--- config.mk ---
export PLATFORM = sky130hd
export DESIGN_NAME = ssu_top
export DESIGN_NICKNAME = d
export VERILOG_FILES = /design/src/ssu_pkg.sv /design/src/ssu_calc_if.sv /design/src/ssu_top.sv /design/src/ssu_lane_calc.sv
export VERILOG_INCLUDE_DIRS = /design/src
export SDC_FILE = /design/constraint.sdc
export NUM_CORES = 1
export LEC_CHECK = 0
export BUFFER_PORTS_ARGS = -buffer_cell sky130_fd_sc_hd__buf_2
export CELL_PAD_IN_SITES_DETAIL_PLACEMENT = 1
export CELL_PAD_IN_SITES_GLOBAL_PLACEMENT = 1
export CORE_ASPECT_RATIO = 1.25
export CORE_UTILIZATION = 35
export DETAILED_ROUTE_END_ITERATION = 10
export PLACE_DENSITY_LB_ADDON = 0.1
export SLEW_MARGIN = 20
export SYNTH_ARGS = -nofsm -noshare
export SYNTH_HDL_FRONTEND = slang
export SYNTH_SLANG_ARGS = --single-unit
--- constraint.sdc ---
create_clock -name ref_clk -period 8.3 [get_ports ref_clk]
set_input_delay 0.415 -clock ref_clk [delete_from_list [all_inputs] [get_ports ref_clk]]
set_output_delay 0.415 -clock ref_clk [all_outputs]
set_load 0.005 [all_outputs]
--- src/ssu_defs.svh ---
// Purpose: Shared constants of the unsigned SIMD subtract and SAD unit.
// Assumes: Included by bare name, definitions only.
// Notes: Widths are fixed; no timing counts exist in this block.
`ifndef SSU_DEFS_SVH
`define SSU_DEFS_SVH

`define SSU_DATA_W 32
`define SSU_REG_IDX_W 4
`define SSU_FLAG_W 4
`define SSU_BYTE_W 8
`define SSU_HALF_W 16
`define SSU_BYTE_LANES 4
`define SSU_HALF_LANES 2
`define SSU_OP_W 3

`define SSU_DATA_RST 32'h0000_0000
`define SSU_IDX_RST 4'h0
`define SSU_FLAGS_RST 4'h0

`endif

--- src/ssu_pkg.sv ---
// Purpose: Types of the unsigned SIMD subtract and SAD unit.
// Assumes: ssu_defs.svh supplies the widths.
// Notes: Operation codes are a local encoding of the decoder hand-off.
`include "ssu_defs.svh"

package ssu_pkg;

  typedef enum logic [`SSU_OP_W-1:0] {
    SSU_OP_HALVING_HALFWORD_SUBTRACT = 3'h0,
    SSU_OP_HALVING_BYTE_SUBTRACT = 3'h1,
    SSU_OP_BYTE_ABS_DIFF_SUM = 3'h2,
    SSU_OP_BYTE_ABS_DIFF_SUM_ACCUMULATE = 3'h3,
    SSU_OP_PLAIN_HALFWORD_SUBTRACT = 3'h4,
    SSU_OP_PLAIN_BYTE_SUBTRACT = 3'h5
  } ssu_op_t;

  typedef struct packed {
    logic res_valid;
    logic [`SSU_DATA_W-1:0] res_data;
    logic [`SSU_REG_IDX_W-1:0] res_dest;
    logic flags_wr;
    logic [`SSU_FLAG_W-1:0] lane_compare_flags;
  } ssu_state_t;

endpackage : ssu_pkg

--- src/ssu_calc_if.sv ---
// Purpose: Carries operands to the lane calculator and its answer back.
// Assumes: Purely combinational path inside one clock domain.
// Notes: None.
`timescale 1ns/1ps
`include "ssu_defs.svh"

interface ssu_calc_if;
  ssu_pkg::ssu_op_t op;
  logic [`SSU_DATA_W-1:0] first_operand;
  logic [`SSU_DATA_W-1:0] second_operand;
  logic [`SSU_DATA_W-1:0] accumulator_source;
  logic [`SSU_DATA_W-1:0] result;
  logic [`SSU_FLAG_W-1:0] lane_compare_flags;

  modport calc (
    input op,
    input first_operand,
    input second_operand,
    input accumulator_source,
    output result,
    output lane_compare_flags
  );

  modport user (
    output op,
    output first_operand,
    output second_operand,
    output accumulator_source,
    input result,
    input lane_compare_flags
  );
endinterface : ssu_calc_if

--- src/ssu_top.sv ---
// Purpose: Unsigned SIMD subtract, halving subtract and byte SAD datapath.
// Assumes: Decoder resolves condition codes and drives same-clock operands.
// Notes: One cycle from request to registered result and flag write.
//
// Overview of operation
// - Halving halfword subtract: two lanes, halved
// - Halving byte subtract: four lanes, halved
// - Halfword lane difference shifted right one bit
// - Byte lane difference shifted right one bit
// - Omitted destination means first operand register, except in accumulate form
// - Halving and SAD ops leave flags unchanged
// - SAD sums four absolute byte differences
// - Accumulate form adds accumulator source value
// - Plain halfword subtract keeps low sixteen bits
// - Halfword compare flags set in pairs per lane
// - Plain byte subtract keeps low eight bits
// - Byte compare flag n from lane n
// - Failed condition: no result, no flag change
`timescale 1ns/1ps
`include "ssu_defs.svh"

module ssu_top (
  input wire logic ref_clk,
  input wire logic rst,
  input wire logic clk_en,
  input wire logic op_valid,
  input wire ssu_pkg::ssu_op_t op_code,
  input wire logic cond_pass,
  input wire logic dest_omitted,
  input wire logic [`SSU_REG_IDX_W-1:0] dest_sel,
  input wire logic [`SSU_REG_IDX_W-1:0] first_sel,
  input wire logic [`SSU_DATA_W-1:0] first_operand,
  input wire logic [`SSU_DATA_W-1:0] second_operand,
  input wire logic [`SSU_DATA_W-1:0] accumulator_source,
  output logic res_valid,
  output logic [`SSU_DATA_W-1:0] res_data,
  output logic [`SSU_REG_IDX_W-1:0] res_dest,
  output logic flags_wr,
  output logic [`SSU_FLAG_W-1:0] lane_compare_flags
);

  ssu_pkg::ssu_state_t st_ff;
  ssu_pkg::ssu_state_t nxt_st;
  ssu_calc_if cif ();

  assign cif.op = op_code;
  assign cif.first_operand = first_operand;
  assign cif.second_operand = second_operand;
  assign cif.accumulator_source = accumulator_source;

  ssu_lane_calc u_calc (
    .cif(cif.calc)
  );

  always_comb begin
    nxt_st = st_ff;
    nxt_st.res_valid = 1'b0;
    nxt_st.flags_wr = 1'b0;
    // Whole instruction is a no-op when its condition fails
    if (op_valid && cond_pass) begin
      case (op_code)
        ssu_pkg::SSU_OP_PLAIN_HALFWORD_SUBTRACT,
        ssu_pkg::SSU_OP_PLAIN_BYTE_SUBTRACT: begin
          nxt_st.res_valid = 1'b1;
          nxt_st.flags_wr = 1'b1;
          nxt_st.lane_compare_flags = cif.lane_compare_flags;
        end
        ssu_pkg::SSU_OP_HALVING_HALFWORD_SUBTRACT,
        ssu_pkg::SSU_OP_HALVING_BYTE_SUBTRACT,
        ssu_pkg::SSU_OP_BYTE_ABS_DIFF_SUM,
        ssu_pkg::SSU_OP_BYTE_ABS_DIFF_SUM_ACCUMULATE: begin
          nxt_st.res_valid = 1'b1;
        end
        default: begin
          // Unknown code: nothing written
          nxt_st.res_valid = 1'b0;
        end
      endcase
      // Unknown codes leave the last result and destination in place
      if (nxt_st.res_valid) begin
        nxt_st.res_data = cif.result;
        // Accumulate form always carries an explicit destination
        if (dest_omitted && op_code != ssu_pkg::SSU_OP_BYTE_ABS_DIFF_SUM_ACCUMULATE) begin
          nxt_st.res_dest = first_sel;
        end else begin
          nxt_st.res_dest = dest_sel;
        end
      end
    end
  end

  always_ff @(posedge ref_clk) begin
    if (rst) begin
      st_ff <= '{res_valid: 1'b0, res_data: `SSU_DATA_RST, res_dest: `SSU_IDX_RST,
                 flags_wr: 1'b0, lane_compare_flags: `SSU_FLAGS_RST};
    end else if (clk_en) begin
      st_ff <= nxt_st;
    end
  end

  assign res_valid = st_ff.res_valid;
  assign res_data = st_ff.res_data;
  assign res_dest = st_ff.res_dest;
  assign flags_wr = st_ff.flags_wr;
  assign lane_compare_flags = st_ff.lane_compare_flags;

  // Checks; most fire on a request taken while enabled, the rest on refused, idle, frozen or reset cycles
  logic take;
  assign take = clk_en && op_valid && cond_pass;

  // Reference values built from comparisons, not from the calculator's borrow bits
  logic [`SSU_BYTE_LANES-1:0] chk_byte_ge;
  logic [`SSU_HALF_LANES-1:0] chk_half_ge;
  logic [`SSU_DATA_W-1:0] chk_byte_abs [`SSU_BYTE_LANES];
  logic [`SSU_DATA_W-1:0] chk_abs_sum;
  logic known_op;

  genvar ci;
  generate
    for (ci = 0; ci < `SSU_BYTE_LANES; ci++) begin : g_chk_byte
      assign chk_byte_ge[ci] = first_operand[ci*8 +: 8] >= second_operand[ci*8 +: 8];
      assign chk_byte_abs[ci] = chk_byte_ge[ci]
        ? {24'h00_0000, 8'(first_operand[ci*8 +: 8] - second_operand[ci*8 +: 8])}
        : {24'h00_0000, 8'(second_operand[ci*8 +: 8] - first_operand[ci*8 +: 8])};
    end
    for (ci = 0; ci < `SSU_HALF_LANES; ci++) begin : g_chk_half
      assign chk_half_ge[ci] = first_operand[ci*16 +: 16] >= second_operand[ci*16 +: 16];
    end
  endgenerate

  assign chk_abs_sum = chk_byte_abs[0] + chk_byte_abs[1] + chk_byte_abs[2] + chk_byte_abs[3];
  assign known_op = op_code <= ssu_pkg::SSU_OP_PLAIN_BYTE_SUBTRACT;
endmodule : ssu_top

--- src/ssu_lane_calc.sv ---
// Purpose: Combinational lane arithmetic for all six operations.
// Assumes: Operands are stable for the cycle they are sampled in.
// Notes: No state; the caller registers the answer.
`timescale 1ns/1ps
`include "ssu_defs.svh"

module ssu_lane_calc (
  ssu_calc_if.calc cif
);

  logic [`SSU_BYTE_W:0] byte_diff [`SSU_BYTE_LANES];
  logic [`SSU_BYTE_W-1:0] byte_abs [`SSU_BYTE_LANES];
  logic [`SSU_HALF_W:0] half_diff [`SSU_HALF_LANES];
  logic [`SSU_DATA_W-1:0] sad_sum;

  genvar gi;
  generate
    for (gi = 0; gi < `SSU_BYTE_LANES; gi++) begin : g_byte
      // Extra bit keeps the borrow for halving and the compare flag
      assign byte_diff[gi] = {1'b0, cif.first_operand[gi*8 +: 8]} - {1'b0, cif.second_operand[gi*8 +: 8]};
      assign byte_abs[gi] = byte_diff[gi][`SSU_BYTE_W] ?
        (cif.second_operand[gi*8 +: 8] - cif.first_operand[gi*8 +: 8]) : byte_diff[gi][`SSU_BYTE_W-1:0];
    end
    for (gi = 0; gi < `SSU_HALF_LANES; gi++) begin : g_half
      assign half_diff[gi] = {1'b0, cif.first_operand[gi*16 +: 16]} - {1'b0, cif.second_operand[gi*16 +: 16]};
    end
  endgenerate

  // Full width sum; accumulate wraps modulo 2^32
  assign sad_sum = 32'({24'h00_0000, byte_abs[0]}) + 32'({24'h00_0000, byte_abs[1]})
    + 32'({24'h00_0000, byte_abs[2]}) + 32'({24'h00_0000, byte_abs[3]});

  always_comb begin
    cif.result = `SSU_DATA_RST;
    cif.lane_compare_flags = `SSU_FLAGS_RST;
    case (cif.op)
      ssu_pkg::SSU_OP_HALVING_HALFWORD_SUBTRACT: begin
        cif.result = {half_diff[1][16:1], half_diff[0][16:1]};
      end
      ssu_pkg::SSU_OP_HALVING_BYTE_SUBTRACT: begin
        cif.result = {byte_diff[3][8:1], byte_diff[2][8:1], byte_diff[1][8:1], byte_diff[0][8:1]};
      end
      ssu_pkg::SSU_OP_BYTE_ABS_DIFF_SUM: begin
        cif.result = sad_sum;
      end
      ssu_pkg::SSU_OP_BYTE_ABS_DIFF_SUM_ACCUMULATE: begin
        cif.result = sad_sum + cif.accumulator_source;
      end
      ssu_pkg::SSU_OP_PLAIN_HALFWORD_SUBTRACT: begin
        cif.result = {half_diff[1][15:0], half_diff[0][15:0]};
        cif.lane_compare_flags = {{2{~half_diff[1][16]}}, {2{~half_diff[0][16]}}};
      end
      ssu_pkg::SSU_OP_PLAIN_BYTE_SUBTRACT: begin
        cif.result = {byte_diff[3][7:0], byte_diff[2][7:0], byte_diff[1][7:0], byte_diff[0][7:0]};
        cif.lane_compare_flags = {~byte_diff[3][8], ~byte_diff[2][8], ~byte_diff[1][8], ~byte_diff[0][8]};
      end
      default: begin
        cif.result = `SSU_DATA_RST;
      end
    endcase
  end

endmodule : ssu_lane_calc

==> flow_summary.toml <==
[status]
outcome = "completed"

[cts]
root_buffer = "clkbuf_16"
numCtsBuffers = 5
cts_tree = "done"
ctsHoldBuffers = 0
clock-sinks = 42
post_cts_buffers = 0
post_cts_resized = 0
clk_latency_ps = 290
clockBufferDepth = 2
path_clk_slew_ps = 70
cts_max_level = 2

[routing]
routed_via_density = 5.61
ant_nets = 0
drt-total-wl_mm = 29.0
drc_errors = 0
dr_total_vias = 8135
dr.pass1.iters = 6
drt_iter0_markers = 316
avgRoutedWirePerCell_um = 20.0

[cells_and_area]
areaGrowthSynthToFinish_pct = 14.3
drive_above_1_share_pct = 17.4
final_nets = 1393
num_antenna_cells = 0
fillers = 2787

[run]
drv_cap = 0

[pwr]
powerDensity_nw_per_um2 = 379
p_leak_uw = 0.00425
peakVddDrop_v = 0.000405

[setup_path]
crit_type = "in -> reg"
cp_max_fo = 12
r2r_cells = 2
required_ps = 8440
startpoint = "first_operand[4]"
arrival_ps = 7440
r2r_start = "res_data[15]$_SDFFE_PP0P_"
critPathLaunchType = "primary input"
critPathMaxStageDelay_ps = 760
cp-end-kind = "register"
slowest_stage = "o21ai_1"

[floorplan]
core-area_um2 = 21700
start_util_pct = 36.0
die_area_um2 = 22900
num_io_pins = 155
die-height_um = 169
die-width_um = 136
core.rowCount = 60

[yosys]
synth_area_um2 = 7800
synth_nets = 1283
ys_ff_latch = 42
ys.warnings.count = 0
synth_cell_types = 84
synth_edf_count = 0
syn_inst = 1061
syn_avg_cell_area_um2 = 7.35
yosysSeqAreaShare_pct = 10.8
async_flop_share_pct = 0
ys.flop_type = "dfxtp_1"

[grt]
grt_pass1_wl_mm = 45.2
grt.total_usage_pct = 25.6
grt_pass1_vias = 8344
grt_overflow = 0
grt_max_degree = 52
antenna_found_initial = 0

[timing]
min_period_over_period_pct = 88.0
drv_slew = 0
skew_ps = 0
timing.hold.ws_ps = 383
finalSetupTns_ps = 0
setup_viol = 0
rsz0062_at_grt = "no"
max_freq_mhz = 137
tightest_slew_ps = 1060
slew_headroom_pct = 29.0
period_minus_slack_ps = 7300
hold_viol = 0

[min_path]
worstHoldStart = "dest_sel[0]"
hold_path.class = "in -> reg"
whs_path_depth = 3

[placement]
gp_routability_congestion = 0.890
portBuffers = 154
dp_hpwl_mm = 24.1
routing by layer:
layer  wire, um  track usage [%]
met5          0                0
met4       1180             10.8
met3        937             2.94
met2      14800             46.7
met1      12100             29.6
layout by cell type, fill, tap and decap left out, types with 9 or more instances in the layout:
cell type    n
a211oi_1    22
a21o_1      28
a21oi_1     99
a221oi_1    17
a311oi_1    13
a31oi_1     11
and3_1      14
buf_2      154
dfxtp_1     42
fa_1        19
ha_1        90
inv_1      115
mux2i_1     22
nand2_1     71
nand2b_1    13
nand3_1     26
nor2_1      83
nor2b_1      9
nor3_1      21
o21ai_0     41
o21ai_1      9
o21bai_1    12
xnor2_1     60
xor2_1      34
state kept, by name (all words and copies together), names as in the netlist:
name	count
res_data	32
lane_compare_flags	4
res_dest	4
flags_wr	1
res_valid	1
power by group:
part / internal, uW / switching [uW] / total (uW)
sequential: 211 / 6.20 / 217
combinational: 1180 / 1720 / 2900
clock: 173 / 90.7 / 264
critical path, delay by kind of cell:
kind	cells	cell delay [ps]
multiplexers	1	330
adder cells (fa/ha/maj)	5	1900
XOR/XNOR	2	390
buffers and inverters	5	600
AND/OR/NAND/NOR	4	490
AO/OA/AOI/OAI	14	3330
synth_stat cells, drive strengths merged (26+ instances only):
library cell	n	area share, %
o21ai	51	3.3
a21oi	101	6.5
clkbuf	26	1.3
inv	116	5.6
xnor2	60	6.7
ha	90	14
xor2	34	3.8
nand2	71	3.4
dfxtp	42	11
nor2	86	4.3
buf	33	2.2
nand3	26	1.7
a21o	28	2.7
cell families after synthesis:
| group | after synthesis | synth area share [%] |
|---|---|---|
| flops | 42 | 10.8 |
| mux | 28 | 3.69 |
| xor+xnor | 94 | 10.6 |
| buf+inv | 175 | 9.08 |
| simple gates | 286 | 18.0 |
| compound gates | 327 | 28.6 |
| fa+ha+maj | 109 | 19.3 |
area by class of cell:
cell class / count / area, um2 / area share, %
Clock buffer: 5 / 125 / 1.40
Clock inverter: 3 / 68.8 / 0.772
Inverter: 116 / 435 / 4.88
Multi-Input combinational cell: 844 / 6260 / 70.3
Sequential cell: 42 / 841 / 9.43
Tap cell: 279 / 349 / 3.92
Timing Repair Buffer: 162 / 831 / 9.32
worst paths after layout:
path | to | slack (ps)
max | res_data[27]$_SDFFE_PP0P_ | 1000
min | res_dest[0]$_SDFFE_PP0P_ | 380
max reg2reg | res_data[15]$_SDFFE_PP0P_ | 7520
min reg2reg | res_data[1]$_SDFFE_PP0P_ | 470
through the flow:
stage	instance area (um2)	setup slack, ps	utilization [%]	instances	total power, uW
2_1_floorplan	7800	1750	-	1061	2410
3_3_place_gp	8720	863	40.2	1443	3050
3_5_place_dp	8720	723	40.2	1443	3090
4_1_cts	8910	1010	41.1	1451	3380
5_1_grt	8910	269	41.1	1451	3730
6_report	8910	998	41.1	1451	3380
No activity file was read; power rests on OpenSTA's default activity.
